===== src/rtl/ism_pkg.sv =====
package ism_pkg;

    // ------------------------------------------------------------------
    // Register offsets
    // ------------------------------------------------------------------
    localparam logic [2:0] OFS_RELOAD = 3'h0;
    localparam logic [2:0] OFS_TXBUF = 3'h1;
    localparam logic [2:0] OFS_CTRL3 = 3'h2;
    localparam logic [2:0] OFS_STATUS = 3'h3;
    localparam logic [2:0] OFS_MASK = 3'h4;
    localparam logic [2:0] OFS_CTRL = 3'h5;

    // ------------------------------------------------------------------
    // Field positions
    // ------------------------------------------------------------------
    localparam int CTL_START = 0;
    localparam int CTL_SPI = 1;
    localparam int CTL_EN = 2;
    localparam int CTL_BUSY = 3;
    localparam int STS_COLL = 0;
    localparam int STS_START = 1;
    localparam int STS_XFER = 2;
    localparam int C3_ACK_TIME_STATUS = 7;
    localparam int C3_ADDRESS_HOLD_ENABLE = 1;
    localparam int C3_DATA_HOLD_ENABLE = 0;

    // ------------------------------------------------------------------
    // Reset values and counts
    // ------------------------------------------------------------------
    localparam logic [7:0] RST_BYTE = 8'h00;
    localparam logic [2:0] RST_FLAGS = 3'h0;
    localparam int TICK_DIV_DEF = 2;
    localparam logic [4:0] I2C_HALVES = 5'h12;
    localparam logic [4:0] SPI_HALVES = 5'h10;
    localparam logic [4:0] ACK_HALF = 5'h10;

    // ------------------------------------------------------------------
    // Sequencer states
    // ------------------------------------------------------------------
    typedef enum logic [2:0] {
        ST_IDLE,
        ST_CHECK,
        ST_START1,
        ST_START2,
        ST_RUN
    } ism_state_e;

endpackage


===== src/rtl/ism_master.sv =====
// The register addresses and the plain strobed port were decided locally.
`timescale 1ns/1ps

// Summary of operation
// - Start flags collision when data or clock line already low at start.
// - On start collision abort, set collision flag, return sequencer to idle.
// - Clock low before we drive data low during start is a collision.
// - With data line high, load baud counter from reload and count down.
// - Clock low while data still high in first count means collision.
// - Data low in first count: reload counter, drive data low at once.
// - Data high through first count: drive data low at expiry, reload again.
// - Clock low during the second start count is not a collision.
// - Second count expiry drives clock low, completing the start.
// - Counter reloads from reload register, starts on transmit buffer write.
// - When operation ends counting stops and clock pin holds its level.
// - Counter reloads twice per serial clock period.
// - Serial clock equals system clock over twice TICK_DIV times reload plus one.
// - One baud counter clocks both two-wire and SPI master modes.
// - Control three: read-only ack-time flag plus seven read/write bits, reset 0.
// - Ack-time flag operates only while address or data hold enabled.
module ism_master
    import ism_pkg::*;
#(
    parameter int TICK_DIV = TICK_DIV_DEF
) (
    input wire logic clk,
    input wire logic nrst,
    input wire logic [2:0] addr,
    input wire logic [7:0] wdata,
    input wire logic wr,
    input wire logic rd,
    output logic [7:0] rdata,
    input wire logic sda_in,
    input wire logic scl_in,
    output logic sda_out,
    output logic sda_oe,
    output logic scl_out,
    output logic scl_oe,
    output logic spi_sck,
    output logic spi_sdo,
    output logic irq
);

    // ------------------------------------------------------------------
    // Elaboration checks
    // ------------------------------------------------------------------
    // Prescaler is three bits wide
    if (TICK_DIV < 1 || TICK_DIV > 8) begin : g_bad_div
        $error("TICK_DIV must lie in 1..8");
    end

    localparam logic [2:0] PRE_LAST = 3'(TICK_DIV - 1);

    // ------------------------------------------------------------------
    // State record
    // ------------------------------------------------------------------
    typedef struct packed {
        ism_state_e state;
        logic [2:0] sda_sync;
        logic [2:0] scl_sync;
        logic sda_f;
        logic scl_f;
        logic [7:0] reload;
        logic [7:0] txbuf;
        logic [6:0] c3;
        logic ack_time_status;
        logic [2:0] sts;
        logic [2:0] mask;
        logic spi_mode;
        logic enable;
        logic [7:0] cnt;
        logic [2:0] pre;
        logic [4:0] halves;
        logic [7:0] shreg;
        logic sda_oe;
        logic scl_oe;
        logic sck;
        logic sdo;
        logic irq;
        logic [7:0] rdata;
    } ism_st_s;

    ism_st_s st_ff;
    ism_st_s nxt_st;

    // ------------------------------------------------------------------
    // Next-state logic
    // ------------------------------------------------------------------
    always_comb begin
        logic counting;
        logic tick;
        logic expired;
        logic wr_ctrl;
        logic wr_txbuf;
        logic start_req;
        logic [2:0] ev;
        logic [2:0] clr;
        logic [4:0] halves_inc;
        logic [4:0] total;
        counting = 1'b0;
        tick = 1'b0;
        expired = 1'b0;
        wr_ctrl = 1'b0;
        wr_txbuf = 1'b0;
        start_req = 1'b0;
        ev = RST_FLAGS;
        clr = RST_FLAGS;
        halves_inc = 5'h00;
        total = 5'h00;
        nxt_st = st_ff;

        // Pin synchronisers; a change counts once stages two and three agree
        nxt_st.sda_sync = {st_ff.sda_sync[1:0], sda_in};
        nxt_st.scl_sync = {st_ff.scl_sync[1:0], scl_in};
        if (st_ff.sda_sync[1] == st_ff.sda_sync[2]) begin
            nxt_st.sda_f = st_ff.sda_sync[2];
        end
        if (st_ff.scl_sync[1] == st_ff.scl_sync[2]) begin
            nxt_st.scl_f = st_ff.scl_sync[2];
        end

        // Prescaled decrement; pre stays at zero while idle to save toggling
        counting = (st_ff.state == ST_START1) || (st_ff.state == ST_START2) ||
                   (st_ff.state == ST_RUN);
        tick = counting && (st_ff.pre == PRE_LAST);
        expired = tick && (st_ff.cnt == RST_BYTE);
        if (!counting || tick) begin
            nxt_st.pre = 3'h0;
        end else begin
            nxt_st.pre = st_ff.pre + 3'h1;
        end
        if (tick && (st_ff.cnt != RST_BYTE)) begin
            nxt_st.cnt = st_ff.cnt - 8'h01;
        end

        // Register writes
        wr_ctrl = wr && (addr == OFS_CTRL);
        wr_txbuf = wr && (addr == OFS_TXBUF);
        start_req = wr_ctrl && wdata[CTL_START] && wdata[CTL_EN] && !wdata[CTL_SPI];
        if (wr && (addr == OFS_RELOAD)) begin
            nxt_st.reload = wdata;
        end
        if (wr_txbuf) begin
            nxt_st.txbuf = wdata;
        end
        if (wr && (addr == OFS_CTRL3)) begin
            nxt_st.c3 = wdata[6:0];
        end
        if (wr && (addr == OFS_MASK)) begin
            nxt_st.mask = wdata[2:0];
        end
        if (wr && (addr == OFS_STATUS)) begin
            clr = wdata[2:0];
        end
        if (wr_ctrl) begin
            nxt_st.spi_mode = wdata[CTL_SPI];
            nxt_st.enable = wdata[CTL_EN];
        end

        total = st_ff.spi_mode ? SPI_HALVES : I2C_HALVES;
        halves_inc = st_ff.halves + 5'h01;

        // Sequencer
        case (st_ff.state)
            ST_IDLE: begin
                if (start_req && (st_ff.state == ST_IDLE)) begin
                    nxt_st.state = ST_CHECK;
                end else if (wr_txbuf && st_ff.enable) begin
                    nxt_st.cnt = st_ff.reload;
                    nxt_st.halves = 5'h00;
                    nxt_st.shreg = wdata;
                    nxt_st.state = ST_RUN;
                    if (st_ff.spi_mode) begin
                        nxt_st.sck = 1'b0;
                        nxt_st.sdo = wdata[7];
                    end
                end
            end
            ST_CHECK: begin
                if (!st_ff.sda_f || !st_ff.scl_f) begin
                    ev[STS_COLL] = 1'b1;
                    nxt_st.sda_oe = 1'b0;
                    nxt_st.scl_oe = 1'b0;
                    nxt_st.state = ST_IDLE;
                end else begin
                    nxt_st.cnt = st_ff.reload;
                    nxt_st.state = ST_START1;
                end
            end
            ST_START1: begin
                if (!st_ff.scl_f && st_ff.sda_f) begin
                    // Another master is driving the clock low
                    ev[STS_COLL] = 1'b1;
                    nxt_st.state = ST_IDLE;
                end else if (!st_ff.sda_f) begin
                    nxt_st.cnt = st_ff.reload;
                    nxt_st.pre = 3'h0;
                    nxt_st.sda_oe = 1'b1;
                    nxt_st.state = ST_START2;
                end else if (expired) begin
                    nxt_st.sda_oe = 1'b1;
                    nxt_st.cnt = st_ff.reload;
                    nxt_st.state = ST_START2;
                end
            end
            ST_START2: begin
                // Clock line is not watched here, a low is legal
                if (expired) begin
                    nxt_st.scl_oe = 1'b1;
                    ev[STS_START] = 1'b1;
                    nxt_st.state = ST_IDLE;
                end
            end
            ST_RUN: begin
                if (expired) begin
                    nxt_st.cnt = st_ff.reload;
                    nxt_st.halves = halves_inc;
                    // Same counter feeds both clock pins
                    if (st_ff.spi_mode) begin
                        nxt_st.sck = !st_ff.sck;
                        if (st_ff.sck) begin
                            nxt_st.shreg = {st_ff.shreg[6:0], 1'b0};
                            nxt_st.sdo = st_ff.shreg[6];
                        end
                    end else begin
                        nxt_st.scl_oe = !st_ff.scl_oe;
                    end
                    if (!st_ff.spi_mode && (halves_inc == ACK_HALF) &&
                        (st_ff.c3[C3_ADDRESS_HOLD_ENABLE] || st_ff.c3[C3_DATA_HOLD_ENABLE])) begin
                        nxt_st.ack_time_status = 1'b1;
                    end
                    // Pins are left as they are when the run ends
                    if (halves_inc == total) begin
                        nxt_st.state = ST_IDLE;
                        nxt_st.ack_time_status = 1'b0;
                        ev[STS_XFER] = 1'b1;
                    end
                end
            end
            default: begin
                nxt_st.state = ST_IDLE;
            end
        endcase

        // Hold enables off keep the ack-time flag inactive
        if (!nxt_st.c3[C3_ADDRESS_HOLD_ENABLE] && !nxt_st.c3[C3_DATA_HOLD_ENABLE]) begin
            nxt_st.ack_time_status = 1'b0;
        end

        // Disable aborts anything in progress and releases the bus
        if (wr_ctrl && !wdata[CTL_EN]) begin
            nxt_st.state = ST_IDLE;
            nxt_st.sda_oe = 1'b0;
            nxt_st.scl_oe = 1'b0;
            nxt_st.ack_time_status = 1'b0;
        end

        // Sticky flags; a new event beats a same-cycle clear
        nxt_st.sts = (st_ff.sts & ~clr) | ev;
        nxt_st.irq = |(nxt_st.sts & nxt_st.mask);

        // Read data valid in the cycle after the strobe only
        nxt_st.rdata = RST_BYTE;
        if (rd) begin
            case (addr)
                OFS_RELOAD: nxt_st.rdata = st_ff.reload;
                OFS_TXBUF: nxt_st.rdata = st_ff.txbuf;
                OFS_CTRL3: nxt_st.rdata = {st_ff.ack_time_status, st_ff.c3};
                OFS_STATUS: nxt_st.rdata = {5'h00, st_ff.sts};
                OFS_MASK: nxt_st.rdata = {5'h00, st_ff.mask};
                OFS_CTRL: nxt_st.rdata = {4'h0, st_ff.state != ST_IDLE,
                                          st_ff.enable, st_ff.spi_mode, 1'b0};
                default: nxt_st.rdata = RST_BYTE;
            endcase
        end
    end

    // ------------------------------------------------------------------
    // State register
    // ------------------------------------------------------------------
    always_ff @(posedge clk or negedge nrst) begin
        if (!nrst) begin
            st_ff <= '0;
            st_ff.sda_sync <= 3'h7;
            st_ff.scl_sync <= 3'h7;
            st_ff.sda_f <= 1'b1;
            st_ff.scl_f <= 1'b1;
        end else begin
            st_ff <= nxt_st;
        end
    end

    // ------------------------------------------------------------------
    // Outputs
    // ------------------------------------------------------------------
    // Open-drain: the pin is only ever pulled low
    assign sda_out = 1'b0;
    assign scl_out = 1'b0;
    assign sda_oe = st_ff.sda_oe;
    assign scl_oe = st_ff.scl_oe;
    assign spi_sck = st_ff.sck;
    assign spi_sdo = st_ff.sdo;
    assign irq = st_ff.irq;
    assign rdata = st_ff.rdata;

endmodule


===== config.mk =====
export PLATFORM = sky130hd
export DESIGN_NAME = ism_master
export DESIGN_NICKNAME = d
export VERILOG_FILES = /design/src/rtl/ism_pkg.sv /design/src/rtl/ism_master.sv
export SDC_FILE = /design/constraint.sdc
export NUM_CORES = 1
export LEC_CHECK = 0
export BUFFER_PORTS_ARGS = -buffer_cell sky130_fd_sc_hd__buf_4
export CAP_MARGIN = 20
export CORE_MARGIN = 1.5
export CORE_UTILIZATION = 60
export DETAILED_ROUTE_END_ITERATION = 10
export GPL_ROUTABILITY_DRIVEN = 0
export PLACE_DENSITY = 0.88
export SYNTH_ARGS = -nofsm -noshare
export SYNTH_HDL_FRONTEND = slang
export SYNTH_SLANG_ARGS = --single-unit

===== constraint.sdc =====
create_clock -name clk -period 2.84 [get_ports clk]
set_input_delay 0.284 -clock clk [delete_from_list [all_inputs] [get_ports clk]]
set_output_delay 0.284 -clock clk [all_outputs]
set_load 0.03 [all_outputs]

* Yosys cells after proc, flatten, opt, wreduce, memory -nomap -nowiden
Cells that the tools add are included.
** Cells by class
- Add/sub/neg operators :: 3
- Equal/unequal tests :: 29
- Muxes and demuxes :: 63
- Bitwise logic cells :: 4
- Reductions and logical operators :: 54
** Operators with widths (number)
- two-way mux 8 bit :: 9
- one-hot mux 8 bit (6 select lines) :: 1
- two-way mux 3 bit :: 15
- two-way mux 13 bit :: 3
- one-hot mux 8 bit (4 select lines) :: 1
- one-hot mux 13 bit (2 select lines) :: 1
- logical AND 1 bit :: 19
- two-way mux 1 bit :: 18
- two-way mux 2 bit :: 9
- one-hot mux 3 bit (5 select lines) :: 1
- == test 3 x 2 -> 1 bit (second input constant) :: 4
- AND reduction 6 bit :: 2
- nonzero test 3 bit :: 4
- two-way mux 11 bit :: 1
- logical NOT 1 bit :: 10
- AND reduction 5 bit :: 2
- == test 3 x 1 -> 1 bit (second input constant) :: 3
- == test 3 bit (second input constant) :: 3
- != test 3 x 1 -> 1 bit (second input constant) :: 3
- logical NOT 8 bit :: 1
- != test 2 bit (second input constant) :: 4
- AND reduction 4 bit :: 2
- nonzero test 4 bit :: 2
- nonzero test 8 bit :: 1
- other kinds (24) :: 34
** Storage, ports and cells
- Flip-flop bits (word level) :: 79
- Bits of input ports :: 17
- Output and inout bits :: 15
- Logic and storage cells :: 177

* Logic depth before layout (Yosys ltp)
Gate-level depths: netlist of the first run.
- Word-level depth :: 10
- Mapped depth :: 10
- Depth with buffers taken out :: 9

* Worst setup path after synthesis of the first run
Ideal clock, no wire load.
- Path kind :: reg-to-reg
- Start point :: register st_ff[77] (netlist name)
- End point :: register st_ff[36] (netlist name)
- Library setup time :: 0.064 ns
- Arrival time :: 2.406 ns
- Data required time :: 2.776 ns
- Slack :: 0.370 ns
- Stages on the path, launching flop included :: 9
- Buffers on the path :: 2
- Period minus slack after synthesis :: 2.470 ns
- Cells stage by stage :: dfrtp_1 -> buf_6 -> or3b_1 -> buf_6 -> a21o_4 -> or4_4 -> or4_1 -> a22oi_1 -> a21o_1
** RTL lines
- start: declaration :: RTL line ism_master.sv:83 : ism_st_s st_ff;
- start signal: assignment :: RTL line ism_master.sv:289 : st_ff <= nxt_st;

==> results of run 1 <==
==> report_power, final <==
group          switching, mW  internal [mW]
combinational          0.492          0.395
clock                  0.433          0.590
sequential             0.259           1.36
total                   1.18           2.35
==> final cells by class <==
type | instances | area, sq um
Clock buffer | 10 | 127.6
Clock inverter | 6 | 116.4
Fill cell | 546 | 2271
Inverter | 7 | 26.28
Multi-Input combinational cell | 348 | 2247
Sequential cell | 79 | 1987
Tap cell | 99 | 123.9
Timing Repair Buffer | 42 | 315.3
==> logic make-up after synthesis <==
logic type,after synthesis
AND/OR/NAND/NOR,166
AO/OA/AOI/OAI,115
buffers and inverters,39
multiplexers,49
XOR/XNOR,8
flip-flops,79
other,1
adder cells (fa/ha/maj),8
==> synthesized netlist by cell type, types with 3 or more instances <==
| library cell | number |
|---|---|
| o211ai_1 | 3 |
| dfstp_2 | 8 |
| inv_1 | 7 |
| mux2i_1 | 15 |
| xnor2_1 | 4 |
| nand2_1 | 49 |
| buf_6 | 4 |
| a22oi_1 | 5 |
| dfrtp_1 | 71 |
| nand2b_1 | 7 |
| o22ai_1 | 3 |
| ha_1 | 6 |
| nand3_1 | 11 |
| nor2b_1 | 7 |
| a221o_1 | 3 |
| nor2_1 | 54 |
| buf_4 | 10 |
| nor4_1 | 4 |
| a21oi_1 | 32 |
| buf_1 | 4 |
| xor2_1 | 4 |
| o21ai_0 | 38 |
| mux2_2 | 33 |
| clkbuf_1 | 14 |
| nor3_1 | 7 |
| a21o_1 | 5 |
| and2_1 | 6 |
| nor3b_1 | 4 |
| a21boi_0 | 3 |
==> metrics by stage <==
stage               total power, mW  cells
floorplan                     2.200    466
global placement              2.423    575
detailed placement            2.485    575
CTS                           3.513    591
global route                  3.689    591
finish                        3.533    591
==> routing by layer <==
layer / part of all wire / GRT usage
met1: 0.40 / 0.4155
met2: 0.48 / 0.4635
met3: 0.084 / 0.05910
met4: 0.033 / 0.1371
met5: 0 / 0
==> registers in the layout (all words and copies together) (netlist names) <==
| signal | cells |
|---|---|
| spi_sdo | 1 |
| st_ff | 62 |
| rdata | 8 |
| irq | 1 |
| scl_oe | 1 |
| nxt_st | 4 |
| sda_oe | 1 |
| spi_sck | 1 |
==> timing repair <==
action	in CTS	in global routing
setup endpoints to repair	0	2
hold endpoints to repair	0	0
gates resized for setup	0	1
buffers inserted	0	0
==> how the worst max path moves through the flow <==
stage                          start             endpoint  slack (ns)  cells past startpoint
6_report       st_ff[78]$_DFFE_PN0P_  st_ff[33]$_DFF_PN0_        0.22                      8
5_1_grt        st_ff[78]$_DFFE_PN0P_  st_ff[33]$_DFF_PN0_        0.11                      8
4_1_cts          st_ff[29]$_DFF_PN0_  st_ff[34]$_DFF_PN0_        0.28                      9
3_5_place_dp     st_ff[29]$_DFF_PN0_  st_ff[34]$_DFF_PN0_        0.31                      9
3_3_place_gp   st_ff[78]$_DFFE_PN0P_  st_ff[33]$_DFF_PN0_        0.40                      8
2_1_floorplan  st_ff[77]$_DFFE_PN0P_  st_ff[36]$_DFF_PN0_        0.37                      8
==> critical path, cell delays in order, from the launching register on <==
cell     delay [ns]
dfrtp_1        0.38
or3b_1         0.41
buf_4          0.24
a21oi_1        0.46
nand4_1        0.20
xor2_1         0.27
nor4_1         0.11
nor4_1         0.28
o21ai_0        0.14
==> layout by cell type, fill, tap and decap left out, types with 8 or more instances in the layout <==
master / netlist / layout
mux2i_1: 15 / 15
dfrtp_1: 71 / 71
nand2_1: 49 / 49
buf_4: 10 / 42
nor2_1: 54 / 53
dfstp_2: 8 / 8
a21oi_1: 32 / 32
nand3_1: 11 / 11
o21ai_0: 38 / 38
mux2_2: 33 / 33
clkbuf_8: 0 / 9
==> impl_results.md, run 1 <==
- Run status: completed
- CTS root buf: clkbuf_8
- Register bit total from synthesis: 79
- Largest net degree at the start of global routing: 80
- Critical Path RT: 3.07 ns
- Wire per inst: 19.01 um
- Worst-path clk slew: 0.08 ns
- Fin Hold WS: 0.03421 ns
- Post-synthesis mux area share: 0.1227
- Startpoint types: flop
- Synth Area in XOR/XNOR: 0.01580
- DRT iter0 DRCs: 522
- Worst-case hold path end point: nxt_st[72]$_DFF_PN1_
- Post-synthesis compound-gate area fraction: 0.1630
- Mapped cell area: 4436 sq um
- Cells after synthesis: 465
- Worst hold path startpoint: scl_in
- Core Region: 7214 sq um
- Placed Area: 4697 sq um
- Setup WS post-layout: 0.2218 ns
- Initial antenna violation count: 0
- Die height: 88.98 um
- Yosys top cell area share: 0.4006
- Starting density of the core: 0.6148
- Reg2reg setup slack: 0.22 ns
- Routed WL: 11240 um
- Post-route minimum period: 2.618 ns
- WS Path Type: flop to flop
- Area delta synth->final: 11.45%
- Vias in the first global route: 3590
- First-pass detailed-route iteration total: 5
- Yosys top cell by area: dfrtp_1
- Die width: 88.98 um
- Drt via density: 6.364
- Final Core Density: 0.6852
- CTS tree: built
- Skew final: 0.01203 ns
- Hold Fails Final Rpt: 0
- RSZ-0062 raised after global routing: false
- HPWL after DPL: 7563 um
- Nets@finish: 510
- GRT overflow: 0
- Leak Pwr: 2.191 nW
- I/O pins: 32
- P per Cell Area: 714.7 nW/um^2
- Adder-cell share of the synthesized area: 0.02144
- Tcrit/Tclk final: 0.9219
- Slew at the pin closest to its max-slew limit: 0.9687 ns
- Largest family of logic cells by synthesized area: simple AND/OR/NAND/NOR gates
- Synth Flop Type: dfrtp_1
- DRC Markers: 0
- Peak VDD IR: 489.0 uV
- Post-synth EDFFs: 0
- First-pass GRT wire length: 17860 um
- Max cap viols: 0
- Distinct cells, synth: 62
- Pre-CTS setup slack: 0.3093 ns
- Clock Latency Late Sink: 0.36 ns
- Pins over their slew limit: 0
- Setup TNS: 0 ns
- Simple-gate area share of the yosys netlist: 0.1800
- Sink Count: 79
- RR Endpoint: st_ff[33]$_DFF_PN0_
- Fmax: 381.9 MHz
- Die area: 7917 sq um
- Data arrival time of the worst path: 2.85 ns
- Slew Limit Headroom: 0.3542
- CTS Buf Count: 9
- Crit. End Element: flop
- H-tree levels: 3
- N_diodes: 0
- Warnings, synthesis: 0
- Detail Route Antenna Nets: 0
- Setup Viol. Count Final: 0
- Fin area: 4943 sq um
- CTS Hold Bufs: 0
- GRT Overall Usage: 0.3009
- Worst R2R Start: st_ff[78]$_DFFE_PN0P_
- Top post-synthesis cells by area: dfrtp_1 40%, mux2_2 8.4%, dfstp_2 4.7%
- Hold WC Path Type: input port to flop
- Async set-reset flop share out of synthesis: 1.000
- Syn_area_per_cell: 9.539 sq um
- Via count: 3761
- Row count: 31
- Layout cells sized above 1: 0.2215
- Sequential area share after synthesis: 0.4480
- IO Port Bufs: 29
- Hold Crit Depth: 1
- Crit Path Max Fanout: 18
- Worst R2R Path Depth: 8
- CTS Buffer Depth: 2
No activity file was read; power rests on OpenSTA's default activity.
==> run 2: changes to the inputs <==
Clock period 2.84 ns to 2.46 ns, I/O delays scaled along.
==> run 2 against run 1 <==
Clock-buffer cell count is the same. Power grew 9.3%. Global-route usage shrank 0.60 points. Maximum frequency grew 10%. Clock power shrank 8%. Via count grew 1.4%. Flip-flop and latch count is the same. Critical path depth shrank 2. Cell area grew 1.1%. Hold slack lost 0.0050 ns. Die area is the same. Clock skew grew 0.0025 ns. Critical endpoint is now st_ff[36]$_DFF_PN0_. Largest cell class unchanged. Largest power group unchanged.
==> impl_results.md, run 2 (same netlist as run 1, synthesis figures left out) <==
- Run status: completed
- CP cell instances: or3b_1 -> a21o_4 -> or4_4 -> or4_1 -> a22oi_1 -> a21o_1
- Leak Pwr: 2.230 nW (+1.8%)
- Crit path from: st_ff[78]$_DFFE_PN0P_
- Startpoint types: flop
- H-tree levels: 3 (unchanged)
- Hold Fails Final Rpt: 0 (unchanged)
- Skew final: 0.01451 ns (+0.002473 ns)
- Placed cell count: 586 (+1.9%)
- Die width: 88.98 um (unchanged)
- CTS root buf: clkbuf_8
- Slew at the pin closest to its max-slew limit: 0.9724 ns (+0.003761 ns)
- GRT Overall Usage: 0.2949 (-0.005973)
- Commonest non-fill, non-tap cell in the layout: dfrtp_1
- Drt via density: 6.311 (-0.83%)
- Biggest register: st_ff
- Worst R2R Path Depth: 6 (-2)
- HPWL after DPL: 7944 um (+5.0%)
- Tcrit/Tclk final: 0.9655 (+0.04361)
- Peak VDD IR: 411.1 uV (-16%)
- I/O pins: 32 (unchanged)
- Starting density of the core: 0.6148 (unchanged)
- Worst R2R Start: st_ff[78]$_DFFE_PN0P_
- Setup Viol. Count Final: 0 (unchanged)
- GRT overflow: 0 (unchanged)
- Die area: 7917 sq um (unchanged)
- Most frequent cells in the layout: 71 x dfrtp_1, 54 x nor2_1, 53 x buf_4
- Crit Path Max Fanout: 8 (-10)
- Pre-CTS setup slack: 0.1051 ns (-0.2042 ns)
- Layout cells sized above 1: 0.2436 (+0.02202)
- Wire per inst: 18.85 um (-0.88%)
- Largest register FFs: 62 (unchanged)
- Clock Latency Late Sink: 0.37 ns (about the same)
- Crit. End Element: flop
- CP Capture Point: st_ff[36]$_DFF_PN0_
- Worst-path clk slew: 0.10 ns (+0.02 ns)
- Routed WL: 11380 um (+1.3%)
- CTS tree: built
- Fmax: 421.0 MHz (+10%)
- First-pass detailed-route iteration total: 6 (+1)
- DRT iter0 DRCs: 670 (+28%)
- CP max-delay cell: or4_4
- Max cap viols: 0 (unchanged)
- DRC Markers: 0 (unchanged)
- Sink Count: 79 (unchanged)
- Nets@finish: 523 (+2.5%)
- CTS Buf Count: 9 (unchanged)
- N_diodes: 0 (unchanged)
- CTS Buffer Depth: 2 (unchanged)
- Reg2reg setup slack: 0.08 ns (-0.14 ns)
- Critical Path RT: 2.76 ns (-0.31 ns)
- Setup WS post-layout: 0.08485 ns (-0.1370 ns)
- Detail Route Antenna Nets: 0 (unchanged)
- First-pass GRT wire length: 17350 um (-2.9%)
- WS Path Type: flop to flop
- Row count: 31 (unchanged)
- Pins over their slew limit: 0 (unchanged)
- Area delta synth->final: 12.72%
- Post-route minimum period: 2.375 ns (-0.2430 ns)
- Die height: 88.98 um (unchanged)
- Final-layout fill cell count: 550 (+0.73%)
- P per Cell Area: 772.5 nW/um^2 (+8.1%)
- Layout Cells excl Fill: 604 (+2.2%)
- Via count: 3812 (+1.4%)
- Slew Limit Headroom: 0.3517 (-0.002508)
- Initial antenna violation count: 0 (unchanged)
- Core Region: 7214 sq um (unchanged)
- Final Core Density: 0.6930 (+0.007804)
- Vias in the first global route: 3490 (-2.8%)
- Hold WC Path Type: input port to asynchronous set/reset pin
- Largest net degree at the start of global routing: 80 (unchanged)
- IO Port Bufs: 29 (unchanged)
- Data arrival time of the worst path: 2.68 ns (-0.17 ns)
- RR Endpoint: st_ff[36]$_DFF_PN0_
- Setup TNS: 0 ns (unchanged)
- Max stage delay on crit path: 0.49 ns (+0.03 ns)
-- run 2: power breakdown --
group          total (mW)  leakage (nW)  switching (mW)  internal, mW
logic                1.06          1.15           0.589         0.468
clock network       0.940        0.0952           0.531         0.408
registers            1.87         0.984           0.292          1.57
total                3.86          2.23            1.41          2.45
-- run 2: metrics by stage --
stage / total power [mW] / hold WS [ns] / area, sq um
final: 3.862 / 0.02920 / 5000
after global routing: 4.037 / 0.1221 / 5000
after CTS: 3.824 / 0.07185 / 4987
after detailed placement: 2.884 / 0.3488 / 4780
after global placement: 2.803 / 0.3502 / 4780
after floorplan: 2.540 / -0.04959 / 4439
-- run 2: final cells by class --
class / instances / area, sq um / share of cell area
Clock buffer: 10 / 137.6 / 0.02753
Clock inverter: 6 / 50.05 / 0.01001
Multi-Input combinational cell: 348 / 2257 / 0.4515
Sequential cell: 79 / 1987 / 0.3974
Inverter: 7 / 26.28 / 0.005255
Tap cell: 99 / 123.9 / 0.02477
Timing Repair Buffer: 55 / 417.9 / 0.08358
-- run 2: metal layers --
metal	track usage	wire, um
met1	0.3995	4636
met2	0.4752	5393
met3	0.05078	977
met4	0.1175	376
met5	0	0
-- run 2: how the worst min path moves through the flow --
| stage | from | to | slack [ns] | cells past startpoint |
|---|---|---|---|---|
| after floorplan | nrst | irq$_DFF_PN0_ | -0.05 | 0 |
| after global placement | nxt_st[75]$_DFF_PN1_ | nxt_st[76]$_DFF_PN1_ | 0.35 | 0 |
| after detailed placement | nxt_st[75]$_DFF_PN1_ | nxt_st[76]$_DFF_PN1_ | 0.35 | 0 |
| after CTS | nrst | rdata[7]$_DFF_PN0_ | 0.07 | 1 |
| after global routing | nrst | rdata[2]$_DFF_PN0_ | 0.12 | 1 |
| final | nrst | rdata[7]$_DFF_PN0_ | 0.03 | 1 |
-- run 2: worst max-delay path: cells and delay by family, from the launching register on --
family | cells | cell delay, ns
compound gates | 3 | 0.55
flops | 1 | 0.38
simple gates | 3 | 1.39
-- run 2: timing repair --
action | in CTS | in global routing
endpoints found under the hold margin | 2 | 0
setup endpoints to repair | 0 | 11
gates resized for setup | 0 | 3
hold buffers | 2 | 0
buffers inserted | 0 | 0
==> run 3: changes to the inputs <==
Settings changed: REMOVE_ABC_BUFFERS set to 1.
==> run 3 against run 2 <==
Clock skew decreased by 0.0048 ns. Non-clock buffer count decreased by 2. Worst setup slack got worse by 0.027 ns. Maximum frequency decreased by 1.1%. Flip-flop and latch count unchanged. Clock-buffer cell count decreased by 1. Die area unchanged. Largest cell class unchanged.
==> impl_results.md, run 3 (same netlist as run 1, synthesis figures left out) <==
- Run status: completed
- Die width: 88.98 um (unchanged)
- CTS root buf: clkbuf_8
- Critical Path RT: 2.77 ns (about the same)
- HPWL after DPL: 7666 um (-3.5%)
- P per Cell Area: 774.9 nW/um^2 (+0.31%)
- Final Total Pwr: 3.872 mW (+0.26%)
- GRT overflow: 0 (unchanged)
- Crit Path Max Fanout: 8 (unchanged)
- Startpoint types: flop
- Placed cell count: 584 (-0.34%)
- Detail Route Antenna Nets: 0 (unchanged)
- Skew final: 0.009677 ns (-0.004831 ns)
- Peak VDD IR: 493.7 uV (+20%)
- RSZ-0062 raised after global routing: false
- DRC Markers: 0 (unchanged)
- Layout cells sized above 1: 0.2425 (-0.001020)
- H-tree levels: 3 (unchanged)
- Fin Hold WS: 0.01907 ns (-0.01013 ns)
- Max cap viols: 0 (unchanged)
- Vias in the first global route: 3851 (+10%)
- Wire per inst: 18.55 um (-1.6%)
- Most frequent cells in the layout: 71 x dfrtp_1, 53 x nor2_1, 51 x buf_4
- Routed WL: 11170 um (-1.9%)
- Area delta synth->final: 12.67% (about the same)
- Post-route minimum period: 2.402 ns (+0.02661 ns)
- Final-layout fill cell count: 541 (-1.6%)
- Nets@finish: 521 (-0.38%)
- Largest register FFs: 62 (unchanged)
- Hold Fails Final Rpt: 0 (unchanged)
- CTS Buf Count: 9 (unchanged)
- Largest net degree at the start of global routing: 80 (unchanged)
- DRT iter0 DRCs: 516 (-23%)
- IO Port Bufs: 29 (unchanged)
- WS Path Type: flop to flop
- Fmax: 416.4 MHz (-1.1%)
- First-pass GRT wire length: 18820 um (+8.5%)
- N_diodes: 0 (unchanged)
- GRT Overall Usage: 0.3160 (+0.02105)
- First-pass detailed-route iteration total: 5 (-1)
- Drt via density: 6.420 (+1.7%)
- Slew at the pin closest to its max-slew limit: 0.9790 ns (+0.006516 ns)
- Hold WC Path Type: input port to asynchronous set/reset pin
- Slew Limit Headroom: 0.3474 (-0.004344)
- Core Region: 7214 sq um (unchanged)
- Final Core Density: 0.6927 (about the same)
- Die area: 7917 sq um (unchanged)
- Biggest register: st_ff
- Crit. End Element: flop
- Commonest non-fill, non-tap cell in the layout: dfrtp_1
- Initial antenna violation count: 0 (unchanged)
- Pins over their slew limit: 0 (unchanged)
- Leak Pwr: 2.220 nW (-0.47%)
- Setup TNS: 0 ns (unchanged)
- Worst-path clk slew: 0.10 ns (about the same)
- Sink Count: 79 (unchanged)
- CTS Buffer Depth: 2 (unchanged)
- Die height: 88.98 um (unchanged)
- Via count: 3865 (+1.4%)
- CTS tree: built
- Clock Latency Late Sink: 0.37 ns (about the same)
- Reg area: 1987 sq um (unchanged)
- Post-CTS setup buffer count: 0 (unchanged)
- Row count: 31 (unchanged)
- Setup Viol. Count Final: 0 (unchanged)
- Data arrival time of the worst path: 2.71 ns (+0.03 ns)
- I/O pins: 32 (unchanged)
- Footprint of the multi-input gates: 2260 sq um (+0.11%)
- Starting density of the core: 0.6148 (unchanged)
- Tcrit/Tclk final: 0.9763 (+0.01082)
- Layout Cells excl Fill: 602 (-0.33%)
run 3: power breakdown:
| group | internal [mW] | switching, mW |
|---|---|---|
| clock | 0.399 | 0.571 |
| combinational | 0.467 | 0.563 |
| sequential | 1.57 | 0.300 |
| total | 2.44 | 1.43 |
run 3: layout make-up:
class,count,area share
inverters,7,0.005258
clock inverters,7,0.01477
flip-flops and latches,79,0.3976
clock buffers,9,0.02479
multi-input cells,348,0.4522
well taps,99,0.02479
repair buffers,53,0.08062
run 3: metrics by stage:
stage | instance area, sq um | setup slack, ns
after floorplan | 4252 | -0.3431
after global placement | 4765 | 0.1390
after detailed placement | 4765 | 0.1063
after CTS | 4982 | 0.06032
after global routing | 4997 | 0.005811
final | 4997 | 0.05824
run 3: final timing paths:
kind                                       start               endpoint  slack [ns]  depth (start not counted)
hold / removal                              nrst     rdata[1]$_DFF_PN0_        0.02                          1
min in group clk                        wdata[7]  st_ff[60]$_DFFE_PN0N_        0.13                          2
setup / recovery           st_ff[78]$_DFFE_PN0P_    st_ff[36]$_DFF_PN0_        0.06                          6
setup reg to reg           st_ff[78]$_DFFE_PN0P_    st_ff[36]$_DFF_PN0_        0.06                          6
hold reg to reg             nxt_st[75]$_DFF_PN1_   nxt_st[76]$_DFF_PN1_        0.36                          0
max in group asynchronous                   nrst    st_ff[31]$_DFF_PN0_        1.79                          1
run 3: what timing repair did:
item                                    4_1_cts  5_1_grt
gates resized for setup                       0        4
hold endpoints to repair                      2        0
hold buffers                                  2        0
endpoints found under the setup margin        0        8
run 3: worst max-delay path, stage by stage (launching register included):
cell and delay, ns:
dfrtp_1 0.41, or3b_4 0.42, a21o_4 0.25, or4_4 0.49, or4_1 0.49, a22oi_2 0.20
a21o_1 0.10
run 3: per-layer routing:
layer | share of wire | track usage | wire, um
met5 | 0 | 0 | 0
met4 | 0.032 | 0.1580 | 362
met3 | 0.092 | 0.08495 | 1022
met2 | 0.49 | 0.5186 | 5470
met1 | 0.39 | 0.3875 | 4310
